$ cat src/logic/schbp_defines.vh
// constants for the serial controller host bus port
`ifndef SCHBP_DEFINES_VH
`define SCHBP_DEFINES_VH
`define SCHBP_REG_VECTOR   4'h2
`define SCHBP_REG_EXT      4'h7
`define SCHBP_REG_TXFIFO   4'h8
`define SCHBP_REG_MASTER   4'h9
`define SCHBP_REG_EXTINT   4'hf
`define SCHBP_REG_CNTLO    4'h6
`define SCHBP_REG_CNTHI    4'h7
`define SCHBP_BIT_EXT_EN   0
`define SCHBP_BIT_CNT_EN   2
`define SCHBP_BIT_MIRROR   6
`define SCHBP_TX_DEPTH     4
`define SCHBP_TX_AW        2
`define SCHBP_RX_DEPTH     8
`define SCHBP_RX_AW        3
`define SCHBP_REG_RESET    8'h00
`endif

$ cat src/logic/schbp_fifo.v
// small synchronous byte fifo used for transmit and receive data
`timescale 1ns/1ns
module schbp_fifo #(
	parameter DEPTH = 4,
	parameter AW    = 2
) (
	input  wire       ref_clk_in,
	input  wire       rst_in,
	input  wire       clr_in,
	input  wire       wr_in,
	input  wire [7:0] wdata_in,
	input  wire       rd_in,
	output wire [7:0] rdata_out,
	output wire       full_out,
	output wire       empty_out
);
	reg [7:0]  mem [0:DEPTH-1];
	reg [AW-1:0] wp_ff;
	reg [AW-1:0] rp_ff;
	reg [AW:0]   cnt_ff;
	wire do_wr = wr_in && !full_out;
	wire do_rd = rd_in && !empty_out;
	assign full_out  = (cnt_ff == DEPTH[AW:0]);
	assign empty_out = (cnt_ff == {(AW+1){1'b0}});
	assign rdata_out = mem[rp_ff];
	always @(posedge ref_clk_in) begin
		if (do_wr)
			mem[wp_ff] <= wdata_in;
	end
	always @(posedge ref_clk_in or posedge rst_in) begin
		if (rst_in) begin
			wp_ff  <= {AW{1'b0}};
			rp_ff  <= {AW{1'b0}};
			cnt_ff <= {(AW+1){1'b0}};
		end else if (clr_in) begin
			wp_ff  <= {AW{1'b0}};
			rp_ff  <= {AW{1'b0}};
			cnt_ff <= {(AW+1){1'b0}};
		end else begin
			if (do_wr)
				wp_ff <= wp_ff + {{(AW-1){1'b0}}, 1'b1};
			if (do_rd)
				rp_ff <= rp_ff + {{(AW-1){1'b0}}, 1'b1};
			if (do_wr && !do_rd)
				cnt_ff <= cnt_ff + {{AW{1'b0}}, 1'b1};
			else if (do_rd && !do_wr)
				cnt_ff <= cnt_ff - {{AW{1'b0}}, 1'b1};
		end
	end
endmodule // schbp_fifo

$ cat src/logic/schbp_port.v
// host bus port: strobe and multiplexed variants, register file, data fifos
`timescale 1ns/1ns
`include "schbp_defines.vh"
module schbp_port (
	input  wire       ref_clk_in,
	input  wire       rst_in,
	input  wire       mux_mode_in,
	input  wire       chip_enable_n_in,
	input  wire       read_n_in,
	input  wire       write_n_in,
	input  wire       chan_a_sel_in,
	input  wire       data_sel_in,
	input  wire [7:0] host_data_bus_in,
	output reg  [7:0] host_data_bus_out,
	output reg        host_data_bus_oe_out,
	input  wire [7:0] muxed_addr_data_bus_in,
	output reg  [7:0] muxed_addr_data_bus_out,
	output reg        muxed_addr_data_bus_oe_out,
	input  wire       read_not_write_in,
	input  wire       latched_chip_select_n_in,
	input  wire       qualifying_chip_select_in,
	input  wire       address_strobe_n_in,
	input  wire       data_strobe_n_in,
	input  wire       interrupt_acknowledge_n_in,
	input  wire       int_enable_in_in,
	input  wire       int_request_in,
	input  wire [2:0] vector_status_in,
	input  wire [7:0] rr_status_a_in,
	input  wire [7:0] rr_status_b_in,
	input  wire [15:0] frame_count_a_in,
	input  wire [15:0] frame_count_b_in,
	input  wire [7:0] rx_push_a_data_in,
	input  wire       rx_push_a_in,
	input  wire [7:0] rx_push_b_data_in,
	input  wire       rx_push_b_in,
	input  wire       tx_pop_a_in,
	input  wire       tx_pop_b_in,
	output reg  [7:0] tx_data_a_out,
	output reg  [7:0] tx_data_b_out,
	output reg        tx_empty_a_out,
	output reg        tx_empty_b_out,
	output reg        tx_full_a_out,
	output reg        tx_full_b_out,
	output reg        rx_full_a_out,
	output reg        rx_full_b_out,
	output reg        dev_reset_out,
	output reg  [7:0] master_ctl_out
);
	// ==========================================================
	// synchronisers
	localparam NS = 10;
	wire [NS-1:0] raw = {mux_mode_in, chip_enable_n_in, read_n_in, write_n_in,
		chan_a_sel_in, data_sel_in, read_not_write_in, qualifying_chip_select_in,
		address_strobe_n_in, data_strobe_n_in};
	reg [NS-1:0] s1_ff;
	reg [NS-1:0] s2_ff;
	reg [7:0]    bus1_ff;
	reg [7:0]    bus2_ff;
	reg [7:0]    mbus1_ff;
	reg [7:0]    mbus2_ff;
	reg          lcs_1_ff;
	reg          lcs_2_ff;
	reg          ack1_ff;
	reg          ack2_ff;
	always @(posedge ref_clk_in or posedge rst_in) begin
		if (rst_in) begin
			s1_ff    <= {NS{1'b1}};
			s2_ff    <= {NS{1'b1}};
			bus1_ff  <= 8'h00;
			bus2_ff  <= 8'h00;
			mbus1_ff <= 8'h00;
			mbus2_ff <= 8'h00;
			lcs_1_ff <= 1'b1;
			lcs_2_ff <= 1'b1;
			ack1_ff  <= 1'b1;
			ack2_ff  <= 1'b1;
		end else begin
			s1_ff    <= raw;
			s2_ff    <= s1_ff;
			bus1_ff  <= host_data_bus_in;
			bus2_ff  <= bus1_ff;
			mbus1_ff <= muxed_addr_data_bus_in;
			mbus2_ff <= mbus1_ff;
			lcs_1_ff <= latched_chip_select_n_in;
			lcs_2_ff <= lcs_1_ff;
			ack1_ff  <= interrupt_acknowledge_n_in;
			ack2_ff  <= ack1_ff;
		end
	end
	wire mux_s = s2_ff[9];
	wire ce_n  = s2_ff[8];
	wire rd_n  = s2_ff[7];
	wire wr_n  = s2_ff[6];
	wire cha_s = s2_ff[5];
	wire dat_s = s2_ff[4];
	wire rnw_s = s2_ff[3];
	wire qcs_s = s2_ff[2];
	wire as_n  = s2_ff[1];
	wire dsb_n = s2_ff[0];
	wire ack_n = ack2_ff;

	// ==========================================================
	// access decode
	reg        as_d_ff;
	reg        mux_cha_ff;
	reg        mux_sel_ff;
	reg [3:0]  mux_addr_ff;
	reg [3:0]  ptr_ff;
	reg        act_d_ff;
	wire strobe_rst = mux_s ? (!as_n && !dsb_n) : (!rd_n && !wr_n);
	// strobe variant: chip enable qualifies both strobes
	wire s_rd  = !mux_s && !ce_n && !rd_n && wr_n;
	wire s_wr  = !mux_s && !ce_n && !wr_n && rd_n;
	// muxed variant: latched select plus live qualifying select
	wire m_sel = mux_s && mux_sel_ff && qcs_s && !dsb_n && as_n;
	wire m_rd  = m_sel && rnw_s;
	wire m_wr  = m_sel && !rnw_s;
	wire act   = s_rd || s_wr || m_rd || m_wr;
	wire start = act && !act_d_ff && !strobe_rst;
	wire is_rd = s_rd || m_rd;
	wire chan_a = mux_s ? mux_cha_ff : cha_s;
	// strobe variant: data select picks the fifo port, else pointer register
	wire [3:0] addr = mux_s ? mux_addr_ff :
		(dat_s ? `SCHBP_REG_TXFIFO : ptr_ff);
	wire ack_hit = !ack_n && int_enable_in_in && int_request_in;

	always @(posedge ref_clk_in or posedge rst_in) begin
		if (rst_in) begin
			as_d_ff     <= 1'b1;
			mux_cha_ff  <= 1'b1;
			mux_sel_ff  <= 1'b0;
			mux_addr_ff <= 4'h0;
			act_d_ff    <= 1'b0;
		end else begin
			as_d_ff  <= as_n;
			act_d_ff <= act;
			if (as_n && !as_d_ff && dsb_n) begin
				mux_addr_ff <= mbus2_ff[3:0];
				mux_cha_ff  <= mbus2_ff[4];
				mux_sel_ff  <= !lcs_2_ff;
			end
		end
	end

	// ==========================================================
	// register file
	reg [7:0] wr_a_ff [0:15];
	reg [7:0] wr_b_ff [0:15];
	reg [7:0] ext_a_ff;
	reg [7:0] ext_b_ff;
	reg [7:0] vector_write_reg_ff;
	reg [7:0] master_interrupt_reset_reg_ff;
	wire [7:0] eic = chan_a ? wr_a_ff[`SCHBP_REG_EXTINT] : wr_b_ff[`SCHBP_REG_EXTINT];
	wire [7:0] ext = chan_a ? ext_a_ff : ext_b_ff;
	wire ext_sel = eic[`SCHBP_BIT_EXT_EN] && (addr == `SCHBP_REG_EXT);
	wire wr_go = start && !is_rd && !ack_hit;
	wire rd_go = start && is_rd && !ack_hit;
	wire tx_push = wr_go && (addr == `SCHBP_REG_TXFIFO);
	wire rx_pop  = rd_go && (addr == `SCHBP_REG_TXFIFO);
	wire [7:0] wbyte = mux_s ? mbus2_ff : bus2_ff;
	integer i;
	always @(posedge ref_clk_in or posedge rst_in) begin
		if (rst_in) begin
			for (i = 0; i < 16; i = i + 1) begin
				wr_a_ff[i] <= `SCHBP_REG_RESET;
				wr_b_ff[i] <= `SCHBP_REG_RESET;
			end
			ext_a_ff <= `SCHBP_REG_RESET;
			ext_b_ff <= `SCHBP_REG_RESET;
			vector_write_reg_ff <= `SCHBP_REG_RESET;
			master_interrupt_reset_reg_ff <= `SCHBP_REG_RESET;
			ptr_ff <= 4'h0;
		end else if (strobe_rst) begin
			ptr_ff <= 4'h0;
		end else begin
			if (!mux_s && start && !dat_s)
				ptr_ff <= (!is_rd && ptr_ff == 4'h0) ? bus2_ff[3:0] : 4'h0;
			if (wr_go && !(!mux_s && !dat_s && ptr_ff == 4'h0)) begin
				if (ext_sel) begin
					if (chan_a)
						ext_a_ff <= wbyte;
					else
						ext_b_ff <= wbyte;
				end else if (addr == `SCHBP_REG_VECTOR)
					vector_write_reg_ff <= wbyte;
				else if (addr == `SCHBP_REG_MASTER)
					master_interrupt_reset_reg_ff <= wbyte;
				else if (chan_a)
					wr_a_ff[addr] <= wbyte;
				else
					wr_b_ff[addr] <= wbyte;
			end
		end
	end

	// ==========================================================
	// data fifos
	wire [7:0] txd_a;
	wire [7:0] txd_b;
	wire [7:0] rxd_a;
	wire [7:0] rxd_b;
	wire       txe_a;
	wire       txe_b;
	wire       txf_a;
	wire       txf_b;
	wire       rxe_a;
	wire       rxe_b;
	wire       rxf_a;
	wire       rxf_b;
	wire [15:0] txd_v;
	wire [15:0] rxd_v;
	wire [1:0]  txe_v;
	wire [1:0]  txf_v;
	wire [1:0]  rxe_v;
	wire [1:0]  rxf_v;
	genvar g;
	generate
		for (g = 0; g < 2; g = g + 1) begin : gch
			wire sel = (g == 0) ? chan_a : !chan_a;
			schbp_fifo #(.DEPTH(`SCHBP_TX_DEPTH), .AW(`SCHBP_TX_AW)) u_tx (
				.ref_clk_in (ref_clk_in),
				.rst_in     (rst_in),
				.clr_in     (strobe_rst),
				.wr_in      (tx_push && sel),
				.wdata_in   (wbyte),
				.rd_in      ((g == 0) ? tx_pop_a_in : tx_pop_b_in),
				.rdata_out  (txd_v[g*8 +: 8]),
				.full_out   (txf_v[g]),
				.empty_out  (txe_v[g])
			);
			schbp_fifo #(.DEPTH(`SCHBP_RX_DEPTH), .AW(`SCHBP_RX_AW)) u_rx (
				.ref_clk_in (ref_clk_in),
				.rst_in     (rst_in),
				.clr_in     (strobe_rst),
				.wr_in      ((g == 0) ? rx_push_a_in : rx_push_b_in),
				.wdata_in   ((g == 0) ? rx_push_a_data_in : rx_push_b_data_in),
				.rd_in      (rx_pop && sel),
				.rdata_out  (rxd_v[g*8 +: 8]),
				.full_out   (rxf_v[g]),
				.empty_out  (rxe_v[g])
			);
		end
	endgenerate
	assign txd_a = txd_v[7:0];
	assign txd_b = txd_v[15:8];
	assign txe_a = txe_v[0];
	assign txe_b = txe_v[1];
	assign txf_a = txf_v[0];
	assign txf_b = txf_v[1];
	assign rxd_a = rxd_v[7:0];
	assign rxd_b = rxd_v[15:8];
	assign rxe_a = rxe_v[0];
	assign rxe_b = rxe_v[1];
	assign rxf_a = rxf_v[0];
	assign rxf_b = rxf_v[1];

	// ==========================================================
	// read mux
	function is_mirror;
		input [3:0] a;
		begin
			is_mirror = (a == 4'h4) || (a == 4'h5) || (a == 4'h9) ||
				(a == 4'hb) || (a == 4'he) || (a == 4'hf);
		end
	endfunction
	reg [7:0] rdata;
	always @* begin
		rdata = 8'h00;
		if (ack_hit)
			rdata = {vector_write_reg_ff[7:4], vector_status_in, vector_write_reg_ff[0]};
		else if (ext[`SCHBP_BIT_MIRROR] && is_mirror(addr)) begin
			if (addr == `SCHBP_REG_MASTER)
				rdata = master_interrupt_reset_reg_ff;
			else
				rdata = chan_a ? wr_a_ff[addr] : wr_b_ff[addr];
		end else if (addr == `SCHBP_REG_VECTOR)
			rdata = chan_a ? vector_write_reg_ff :
				{vector_write_reg_ff[7:4], vector_status_in, vector_write_reg_ff[0]};
		else if (eic[`SCHBP_BIT_CNT_EN] && addr == `SCHBP_REG_CNTLO)
			rdata = chan_a ? frame_count_a_in[7:0] : frame_count_b_in[7:0];
		else if (eic[`SCHBP_BIT_CNT_EN] && addr == `SCHBP_REG_CNTHI)
			rdata = chan_a ? {rxf_a, rxe_a, frame_count_a_in[13:8]} :
				{rxf_b, rxe_b, frame_count_b_in[13:8]};
		else if (addr == `SCHBP_REG_TXFIFO)
			rdata = chan_a ? rxd_a : rxd_b;
		else if (addr == 4'hc || addr == 4'hd)
			rdata = chan_a ? wr_a_ff[addr] : wr_b_ff[addr];
		else
			rdata = chan_a ? rr_status_a_in : rr_status_b_in;
	end

	// ==========================================================
	// registered outputs; read data held until strobe drops
	always @(posedge ref_clk_in or posedge rst_in) begin
		if (rst_in) begin
			host_data_bus_out          <= 8'h00;
			host_data_bus_oe_out       <= 1'b0;
			muxed_addr_data_bus_out    <= 8'h00;
			muxed_addr_data_bus_oe_out <= 1'b0;
			tx_data_a_out  <= 8'h00;
			tx_data_b_out  <= 8'h00;
			tx_empty_a_out <= 1'b1;
			tx_empty_b_out <= 1'b1;
			tx_full_a_out  <= 1'b0;
			tx_full_b_out  <= 1'b0;
			rx_full_a_out  <= 1'b0;
			rx_full_b_out  <= 1'b0;
			dev_reset_out  <= 1'b0;
			master_ctl_out <= 8'h00;
		end else begin
			if (start && is_rd)
				host_data_bus_out <= rdata;
			if (start && is_rd)
				muxed_addr_data_bus_out <= rdata;
			host_data_bus_oe_out       <= s_rd && !strobe_rst;
			muxed_addr_data_bus_oe_out <= m_rd && !strobe_rst;
			tx_data_a_out  <= txd_a;
			tx_data_b_out  <= txd_b;
			tx_empty_a_out <= txe_a;
			tx_empty_b_out <= txe_b;
			tx_full_a_out  <= txf_a;
			tx_full_b_out  <= txf_b;
			rx_full_a_out  <= rxf_a;
			rx_full_b_out  <= rxf_b;
			dev_reset_out  <= strobe_rst;
			master_ctl_out <= master_interrupt_reset_reg_ff;
		end
	end
endmodule // schbp_port

$ cat config.mk
export PLATFORM = sky130hd
export DESIGN_NAME = schbp_port
export DESIGN_NICKNAME = d
export VERILOG_FILES = /design/src/logic/schbp_fifo.v /design/src/logic/schbp_port.v
export VERILOG_INCLUDE_DIRS = /design/src /design/src/logic
export SDC_FILE = /design/constraint.sdc
export NUM_CORES = 1
export LEC_CHECK = 0
export CORE_ASPECT_RATIO = 0.75
export CORE_MARGIN = 3
export CORE_UTILIZATION = 56
export DETAILED_ROUTE_END_ITERATION = 10
export DONT_BUFFER_PORTS = 1
export HOLD_SLACK_MARGIN = 0.1
export PLACE_DENSITY = 0.71
export SETUP_SLACK_MARGIN = 0.15
export SLEW_MARGIN = 5
export SYNTH_ARGS = -nofsm -noshare
export SYNTH_HDL_FRONTEND = slang
export SYNTH_HIERARCHICAL = 1
export SYNTH_SLANG_ARGS = --single-unit
$ cat constraint.sdc
create_clock -name ref_clk_in -period 15.3 [get_ports ref_clk_in]
set_clock_uncertainty 0.15 [all_clocks]
set_input_delay 3.06 -clock ref_clk_in [delete_from_list [all_inputs] [get_ports ref_clk_in]]
set_output_delay 3.06 -clock ref_clk_in [all_outputs]
set_load 0.05 [all_outputs]
Word level (Yosys, flattened, before mapping). Memories as Yosys holds them, arrays and structs flattened. A register that Yosys moved wholly into a read port is not among the register bits. Index checks and enable logic that the tools add are counted.

Memory bits (writable): 192. Output and inout port bits: 49. Bits in registers: 413. Input port bits: 103. Memories: 4. Word-level logic and storage cells: 314.

Add/subtract/negate cells: 16. Equality and inequality tests: 16. Reductions and logical operators: 125. Bitwise logic cells: 6. Magnitude comparators: 2. Multiplexer cells: 70.

Memories: gch[0].u_rx.mem (words 8, bits a word 8, read ports 1, clocked after memory_dff 0, write ports 1, line schbp_fifo.v:17) `reg [7:0] mem [0:DEPTH-1];`; gch[1].u_rx.mem (words 8, bits a word 8, read ports 1, clocked after memory_dff 0, write ports 1, line schbp_fifo.v:17); gch[0].u_tx.mem (words 4, bits a word 8, read ports 1, clocked after memory_dff 1, write ports 1, line schbp_fifo.v:17); gch[1].u_tx.mem (words 4, bits a word 8, read ports 1, clocked after memory_dff 1, write ports 1, line schbp_fifo.v:17).

Operators by type and width (number): 128-bit bitwise mux (2); 8-bit two-way mux (19); 8-bit binary-select mux with 4-bit select (2); 1-bit logical AND (58); 4-bit two-way mux (12); 3-bit two-way mux (15); 4-bit == test (second input constant) (9); 1-bit logical NOT (33); 8-bit demux with 4-bit select (1); 3-bit by 1-bit adder with 3-bit output (second input constant) (6); 2-bit nonzero test (9); 4-bit by 3-bit == test with 1-bit output (second input constant) (4); 2-bit two-way mux (8); 4-bit logical NOT (3); 4-bit AND reduction (3); 6-bit AND reduction (2); 3-bit nonzero test (4); 1-bit logical OR (10); 1-bit two-way mux (10); 2-bit by 1-bit adder with 2-bit output (second input constant) (4); 4-bit by 1-bit adder with 4-bit output (second input constant) (2); 4-bit by 1-bit subtractor with 4-bit output (second input constant) (2); 7-bit two-way mux (1); 3-bit == test (second input constant) (2); other kinds (8) (14).

Longest topological paths before layout. Gate-level depths: netlist of the first run.

Word-level depth: 19. Depth in mapped cells: 17. Mapped depth without buffers: 13.

By module. Netlist of the first run, hierarchy kept.

Modules (own cells, without submodules): schbp_port (times used 1, cells an instance 1329, sequential area each 9619.2 um2, area an instance 16636.0 um2); schbp_fifo at gch[0].u_rx ... (times used 2, cells an instance 167, sequential area each 2172.1 um2, area an instance 3128.0 um2); schbp_fifo at gch[0].u_tx ... (times used 2, cells an instance 89, sequential area each 1136.1 um2, area an instance 1607.8 um2).

Worst setup path before layout of the first run. OpenSTA, ideal clock, no wires.

Kind: input-to-reg. Start point: in int_request_in. End point: reg gch[1].u_tx.cnt_ff[2]. Slack: 9334 ps. Library setup time: 78 ps. Data arrival time: 5738 ps. Cell stages on the path: 16. Path buffers: 3. Data required time: 15072 ps. Cells stage by stage: nand2_1 > or2_2 > buf_1 > and4_1 > nand4_2 > nand2b_1 > clkbuf_2 > buf_2 > inv_1 > inv_1 > nor2_1 > ha_1 > fa_1 > xnor2_1 > or3_1 > a21oi_1.

Cells in the longest elaborated chain, start to end: 9. Elaborated cells on any way between the ends: 12. Classes of those cells: mux (2); reduce/logical (10).

Ends and longest elaborated chain: start: declaration (line schbp_port.v:26) `input wire int_request_in,`; 1-bit logical AND * (line schbp_port.v:125) `wire ack_hit = !ack_n && int_enable_in_in && int_request_in;`; 1-bit logical NOT * (line schbp_port.v:156) `wire wr_go = start && !is_rd && !ack_hit;`; 1-bit logical AND * (line schbp_port.v:156); 1-bit logical AND * (line schbp_port.v:158) `` wire tx_push = wr_go && (addr == `SCHBP_REG_TXFIFO); ``; 1-bit logical AND * (line schbp_port.v:224) `.wr_in (tx_push && sel),`; 1-bit logical AND * (line schbp_fifo.v:21) `wire do_wr = wr_in && !full_out;`; 1-bit logical AND / 1-bit logical NOT (equally long branches) (line schbp_fifo.v:44, schbp_fifo.v:46); 3-bit two-way mux / 1-bit logical AND (equally long branches) (line schbp_fifo.v:44, schbp_fifo.v:46); 3-bit two-way mux / 3-bit nonzero test (equally long branches); end signal: assignment (line schbp_fifo.v:34) `cnt_ff <= {(AW+1){1'b0}};`; end signal: assignment (line schbp_fifo.v:38) `cnt_ff <= {(AW+1){1'b0}};`; end signal: assignment (line schbp_fifo.v:45) `cnt_ff <= cnt_ff + {{AW{1'b0}}, 1'b1};`; end: declaration (line schbp_fifo.v:20) `reg [AW:0] cnt_ff;`.

Every way passes the cells marked *; elsewhere a longest branch is shown, timed or not. A chain may end at the register's enable or synchronous reset.

Final worst setup path of the first run. Ends and elaborated chain as after synthesis.

==> summary.txt, run 1 <==
Route
  – 1st-iter DRT viols: 1512
  – Drt total wl: 60.4 mm
  – Routed length per instance: 24.6 um
  – Vias: between 15000 and 20000
  – DRC Markers: 0
  – ANT nets after route: 0
  – Iteration count of the initial detailed-routing pass: 6
  – Vias per cell: a little over 6

Synth
  – Synth area leader: dfrtp_1
  – Top cells by count, synth: dfrtp_1 (389), edfxtp_1 (192), mux2_2 (171)
  – Net Count, Synth: approximately 2000
  – Predominant post-synthesis flop cell: dfrtp_1
  – Xor/xnor share of the synthesized area: 0.637%
  – Yosys cell types: 87
  – Synth Area in Compound Gates: 6.99%
  – Async S/R FF share, synth: between 60 and 70%
  – Top-area cell type share of the netlist area: 37.3%
  – Count leader, synth: dfrtp_1
  – Mapped Cells: 1841
  – Post-synthesis adder-cell area fraction: 1.27%
  – Post-synth EDFFs: about 190
  – Largest family of logic cells by synthesized area: multiplexers
  – Yosys warns: 6
  – Mux cell area share after synthesis: 18.1%
  – Sequential area share after synthesis: around 62%
  – Simple-gate share of the synthesized area: 7.59%
  – Mean post-synth cell area: 14.2 um^2
  – Synth top area cells: dfrtp_1 (37%), edfxtp_1 (22%), mux2_2 (7.4%)
  – Post-Syn Area: 0.0261 mm^2
  – Synth Register Bits: 609

Layout
  – Area growth syn-to-layout: 8.68%
  – N_diodes: 0
  – Layout Cells excl Fill: 2453
  – Final net count: around 1900
  – Layout cells sized above 1: 22.8%

Clock tree
  – Clk root buf: clkbuf_16
  – CTS Sinks: 609
  – CTS Hold Bufs: 0
  – CTS H-tree depth: 2
  – Max clock buf depth: 3
  – Worst-path clk slew: 0.06 ns
  – Worst-Skew Late Latency: 0.59 ns
  – Clock buffer count from CTS: 56
  – CTS tree: yes
  – PostCTS Resize Cnt: 0
  – Post-CTS setup buffer count: 0

Hold path
  – Type of the most critical hold path: reg -> reg

STA
  – Setup Viol. Count Final: 0
  – Relative slew slack: between 15 and 20%
  – Setup TNS: 0 ns
  – Hold Vio Cnt, Final: 0
  – Final Slew Violations: 0
  – Fin crit share: between 30 and 40%
  – Hold slack: 0.197 ns
  – RSZ-0062 raised after global routing: false
  – Setup ws final: roughly 9.4 ns
  – Slew @ Worst Pin: approximately 1.3 ns
  – Min Clock Period, post-route: between 5 and 6 ns
  – Fmax: ~0.17 GHz

Global routing
  – Largest net degree at the start of global routing: 197
  – GRT Util Overall: between 20% and 30%
  – First-pass GRT wire length: 93.3 mm
  – Gr ovfl total: 0
  – Vias in the first global route: 15400
  – Initial antenna violation count: 1

Floorplan
  – Initial cell density of the core: 57.6%
  – Core ar.: around 0.045 mm^2
  – Die Wd: between 200 and 300 um
  – Die Area: 0.0493 mm^2
  – Height of the die: 193 um
  – Top Ports: about 150
  – Core Rows: 67

Power and ir drop
  – Leak Pwr: 0.0119 uW
  – VDD IR max: 111 uV
  – PwrDens: 144 mW/mm^2

Placed design
  – Port bufs: 0
  – Dpl cells: 2349
  – Pre-CTS WS: 8.85 ns
  – GPL Wtd Cong: 0.855
  – Post-DP HPWL: roughly 40 mm

Critical path
  – Critical path class: in -> reg
  – Endpoint class of the critical path: flop
  – Req. time, crit path: 15.66 ns
  – Startpoint Class: input port
  – CP Max Fanout: 17
  – Crit path DAT: 6.25 ns

Run
  – Maxcap violations: 0

Run status
  – Outcome: completed
==> registers in the layout, summed over array words and instances (netlist names), 6 cells and up <==
signal and flops:
muxed_addr_data_bus_out 8, mbus1_ff 8, wr_a_ff 128, bus2_ff 8, gch.u_rx/cnt_ff 8, gch.u_rx/mem 128, gch.u_tx/mem 64, tx_data_b_out 8
gch.u_rx/wp_ff 6, vector_write_reg_ff 8, master_ctl_out 8, bus1_ff 8, mbus2_ff 8, gch.u_tx/cnt_ff 6, gch.u_rx/rp_ff 6, master_interrupt_reset_reg_ff 8
s2_ff 10, s1_ff 10, tx_data_a_out 8, wr_b_ff 128
==> final cells by class <==
type | count | area (um^2)
Multi-Input combinational cell | 1056 | 9060
Timing Repair Buffer | 24 | 193
Clock inverter | 26 | 329
Clock buffer | 78 | 1630
Sequential cell | 609 | 16200
Inverter | 39 | 154
Tap cell | 621 | 777
Fill cell | 3272 | 17000
==> per-stage QoR <==
stage                     cell area (um^2)  total power, uW  util (%)
after global placement               26400             2630      58.2
after detailed placement             26400             2660      58.2
after floorplan                      26100             2500         -
after global routing                 28400             4270      62.6
final                                28400             4100      62.6
after CTS                            28400             4120      62.6
==> critical path: stages <==
cell	delay [ns]
nand2_1	0.07
or2_2	0.40
and4_1	0.26
nand4_2	0.21
nand2b_1	0.57
inv_1	0.18
inv_1	0.14
nor2_1	0.11
ha_1	0.27
fa_1	0.41
xnor2_1	0.15
or3_1	0.30
a21oi_1	0.14
==> layout by cell type (no fill, tap or decap), drive strengths merged, types with 8 or more instances in the layout <==
master	synthesis	layout
dfstp	28	28
and2	11	11
nor2	135	135
mux4	94	94
nand4	13	13
clkbuf	85	78
a31oi	10	10
nand2	154	154
mux2	171	171
mux2i	57	57
buf	52	24
nor3	21	21
clkinv	7	21
o21ai	66	66
nand3	15	15
a21oi	94	94
o211ai	9	9
o22ai	8	8
a211oi	11	11
edfxtp	192	192
a22oi	14	14
ha	20	20
inv	32	34
dfrtp	389	389
xor2	14	14
nand2b	10	10
==> power breakdown <==
part | switching, uW | internal, uW | leakage (uW)
combinational | 315 | 218 | 0.00367
clock | 602 | 862 | 0.000960
sequential | 266 | 1840 | 0.00725
==> path summary, 6_finish.rpt <==
check | from | to | slack (ns) | depth (start not counted)
worst max-delay path | int_request_in | gch[1].u_tx/cnt_ff[2]$_DFFE_PP0P_ | 9.41 | 13
worst min-delay path | mbus1_ff[0]$_DFF_PP0_ | mbus2_ff[0]$_DFF_PP0_ | 0.20 | 0
worst max register to register | s2_ff[9]$_DFF_PP1_ | gch[1].u_rx/cnt_ff[3]$_DFFE_PP0P_ | 10.09 | 14
worst min register to register | mbus1_ff[0]$_DFF_PP0_ | mbus2_ff[0]$_DFF_PP0_ | 0.20 | 0
max in group asynchronous | rst_in | wr_a_ff[82]$_DFFE_PP0P_ | 11.14 | 2
min in group asynchronous | rst_in | gch[1].u_tx/cnt_ff[2]$_DFFE_PP0P_ | 2.14 | 1
==> per-layer routing <==
layer | vias to the layer above | routed length (um) | GRT usage (%)
li1 | 6664 | - | -
met3 | 94 | 4980 | 5.01
met4 | 2 | 1240 | 5.55
met1 | 7882 | 27500 | 38.0
met2 | 598 | 26600 | 37.2
met5 | - | 7 | 0
==> cells by family after synthesis <==
group           count (synthesis)
compound gates                278
xor+xnor                       19
fa+ha+maj                      24
buf+inv                       176
flops                         609
mux                           322
simple gates                  413
Power figures use the tool's default switching activity.
==> inputs of run 2 (changes only) <==
--- a/config.mk
+++ b/config.mk
@@ -12,7 +12,7 @@
 export DETAILED_ROUTE_END_ITERATION = 10
 export DONT_BUFFER_PORTS = 1
 export HOLD_SLACK_MARGIN = 0.1
-export PLACE_DENSITY = 0.71
+export PLACE_DENSITY = 0.74
 export SETUP_SLACK_MARGIN = 0.15
 export SLEW_MARGIN = 5
 export SYNTH_ARGS = -nofsm -noshare
==> constraint.sdc (replaced) <==
create_clock -name ref_clk_in -period 5.1 [get_ports ref_clk_in]
set_clock_uncertainty 0.15 [all_clocks]
set_input_delay 1.02 -clock ref_clk_in [delete_from_list [all_inputs] [get_ports ref_clk_in]]
set_output_delay 1.02 -clock ref_clk_in [all_outputs]
set_load 0.05 [all_outputs]
==> run 2 against run 1 <==
  * Setup slack worse by 8.9 ns
  * Final cell count grew 0.69%
  * Die area unchanged
  * Routed wire length grew 3.4%
  * Global-route usage grew 0.89 points
  * Sequential power grew to 3.0 times the previous value
  * Combinational power rose to 3.1 times the previous value
  * Largest cell class unchanged
  * Highest routed layer is now met4
==> summary.txt, run 2 (synthesized netlist as in run 1, its figures left out) <==
STA
  – Relative slew slack: 22.1% (+6.4 points)
  – Fin crit share: between 80 and 90%
  – Setup Viol. Count Final: 0 (unchanged)
  – Hold Vio Cnt, Final: 0 (unchanged)
  – Slew @ Worst Pin: 1.16 ns (-0.0961 ns)
  – Final Slew Violations: 0 (unchanged)
  – Fmax: between 0.2 and 0.25 GHz
  – Min Clock Period, post-route: 4.57 ns
  – RSZ-0062 raised after global routing: false
  – Setup TNS: 0 ns (unchanged)

Global routing
  – Gr ovfl total: 0 (unchanged)
  – First-pass GRT wire length: 95.9 mm (+2.8%)
  – Initial antenna violation count: 0 (-1)
  – Vias in the first global route: 15600 (+1.3%)
  – GRT Util Overall: 25.7% (+0.89 points)
  – Largest net degree at the start of global routing: 142 (-28%)

Power and ir drop
  – Switching portion of total power: 29.3% (+0.50 points)
  – PwrDens: 429 mW/mm^2 (+200%)
  – Comb pwr share: 13.4% (+0.4 points)
  – VDD IR max: 546 uV (+390%)
  – Leak Pwr: 0.0119 uW (+0.52%)
  – Clock network power share: 34.9% (-0.8 points)
  – Reg power frac: 51.7% (+0.4 points)
  – Switch Pwr: 3590 uW (+200%)
  – P_int: 8640 uW (+200%)

Critical path
  – Critical path class: reg -> reg
  – Crit. Startpoint: s2_ff[9]$_DFF_PP1_
  – Crit path DAT: 4.94 ns (-1.31 ns)
  – R2r worst-path depth: 13 (-1)
  – Crit path capture: gch[1].u_tx/cnt_ff[2]$_DFFE_PP0P_
  – Req. time, crit path: 5.46 ns (-10.20 ns)
  – Startpoint Class: flop
  – CP Max Fanout: 37 (+20)
  – Reg2reg end: gch[1].u_tx/cnt_ff[2]$_DFFE_PP0P_
  – Flop-to-flop setup slack: 0.53 ns (-9.56 ns)
  – R2r startpoint: s2_ff[9]$_DFF_PP1_
  – Endpoint class of the critical path: flop

Route
  – Routed length per instance: 25.3 um (+2.7%)
  – Iteration count of the initial detailed-routing pass: 5 (-1)
  – Vias: 15600 (+2.0%)
  – Vias per cell: 6.30 (+1.3%)
  – ANT nets after route: 0 (unchanged)
  – Drt total wl: 62.4 mm (+3.4%)
  – 1st-iter DRT viols: 1673 (+11%)
  – DRC Markers: 0 (unchanged)

Run
  – Maxcap violations: 0 (unchanged)

Floorplan
  – Die Area: 0.0493 mm^2 (unchanged)
  – Initial cell density of the core: 57.6% (unchanged)
  – Height of the die: 193 um (unchanged)
  – Die Wd: 255 um (unchanged)
  – Core ar.: 0.0454 mm^2 (unchanged)
  – Top Ports: 152 (unchanged)
  – Core Rows: 67 (unchanged)

Clock tree
  – CTS H-tree depth: 2 (unchanged)
  – Worst-path clk slew: 0.07 ns (about the same)
  – Clock buffer count from CTS: 54 (-3.6%)
  – Max clock buf depth: 3 (unchanged)
  – CTS tree: yes
  – Worst-Skew Late Latency: 0.60 ns (about the same)
  – CTS Sinks: 609 (unchanged)
  – Clk root buf: clkbuf_16

Placed design
  – Port bufs: 0 (unchanged)
  – GPL Wtd Cong: 0.936 (+9.5%)
  – Post-DP HPWL: 43.1 mm (+7.0%)
  – Dpl cells: 2367 (+0.77%)

Layout
  – Commonest non-fill, non-tap cell in the layout: dfrtp_1
  – N_diodes: 0 (unchanged)
  – Top Registers: gch.u_rx/mem: 128 flops, wr_a_ff: 128 flops, wr_b_ff: 128 flops
  – Final net count: 1930 (+0.89%)
  – Filler instances: 3188 (-2.6%)
  – Commonest non-fill, non-tap cells in the layout: dfrtp_1 (389), edfxtp_1 (192), mux2_2 (171)
  – Area growth syn-to-layout: 9.09%
  – Layout Cells excl Fill: 2470 (+0.69%)
  – Layout cells sized above 1: 23.5% (+0.71 points)

Hold path
  – Type of the most critical hold path: in -> async

Run status
  – Outcome: completed
-- run 2: cell types whose count changed in the layout (fill, tap and decap cells not counted), moves of 2 or more --
cell / previous run / this run
nor3_1: 18 / 20
clkinv_1: 12 / 8
clkinv_2: 8 / 10
clkbuf_8: 12 / 10
bufinv_16: 7 / 5
clkinv_4: 1 / 3
buf_4: 23 / 39
buf_12: 1 / 3
nor3_2: 3 / 1
clkinvlp_4: 3 / 5
-- run 2: worst max-delay path: stages, from the launching register on --
cell and delay, ns:
dfstp_4 0.59, nor4b_1 0.98, o22ai_1 0.43, a21o_1 0.32, nand4_2 0.22, nand2b_1 0.26
inv_1 0.06, inv_1 0.10, nor2_1 0.11, ha_1 0.28, fa_1 0.38, xnor2_1 0.14
or3_1 0.31, a21oi_1 0.15
-- run 2: through the flow --
step	power, uW	setup WS [ns]	hold WS (ns)	utilization (%)	area [um^2]
floorplan	7490	-1.20	0.181	-	26100
global placement	7910	0.630	0.184	58.6	26600
detailed placement	8010	0.472	0.187	58.6	26600
CTS	12300	0.482	0.138	62.8	28500
global route	12700	0.227	0.159	62.8	28500
finish	12200	0.528	0.143	62.8	28500
-- run 2: how the worst min path moves through the flow --
stage | endpoint | from | depth (start not counted) | slack [ns]
after global placement | mbus2_ff[6]$_DFF_PP0_ | mbus1_ff[6]$_DFF_PP0_ | 0 | 0.18
after floorplan | bus2_ff[0]$_DFF_PP0_ | bus1_ff[0]$_DFF_PP0_ | 0 | 0.18
after CTS | gch[1].u_rx/wp_ff[2]$_DFFE_PP0P_ | rst_in | 1 | 0.14
final | gch[1].u_rx/wp_ff[2]$_DFFE_PP0P_ | rst_in | 1 | 0.14
after detailed placement | bus2_ff[6]$_DFF_PP0_ | bus1_ff[6]$_DFF_PP0_ | 0 | 0.19
after global routing | gch[1].u_rx/wp_ff[2]$_DFFE_PP0P_ | rst_in | 1 | 0.16
-- run 2: cell type report --
type	count	area (um^2)	area share [%]
Sequential cell	609	16200	57.0
Tap cell	621	777	2.73
Multi-Input combinational cell	1056	9050	31.8
Timing Repair Buffer	43	363	1.27
Inverter	39	150	0.527
Clock inverter	26	305	1.07
Clock buffer	76	1600	5.61
-- run 2: repair_timing --
action                                  in CTS  in global routing
setup buffers                                0                  0
hold buffers                                 1                  0
resized for setup                            0                  1
endpoints found under the setup margin       0                  1
endpoints found under the hold margin       14                  0
-- run 2: metal layers --
metal | global-route usage (%) | vias to the layer above | routed length (um)
li1 | - | 6728 | -
met1 | 37.8 | 8030 | 26700
met2 | 38.2 | 692 | 27600
met3 | 8.23 | 101 | 6800
met4 | 5.33 | 0 | 1330
met5 | 0 | - | 0
-- run 2: power by group through the flow --
stage	clock network, uW	registers (uW)	logic [uW]
5_1_grt	4550	6370	1790
6_report	4270	6320	1640
3_3_place_gp	0	6370	1540
3_5_place_dp	0	6410	1600
4_1_cts	4340	6320	1620
2_1_floorplan	0	6160	1330
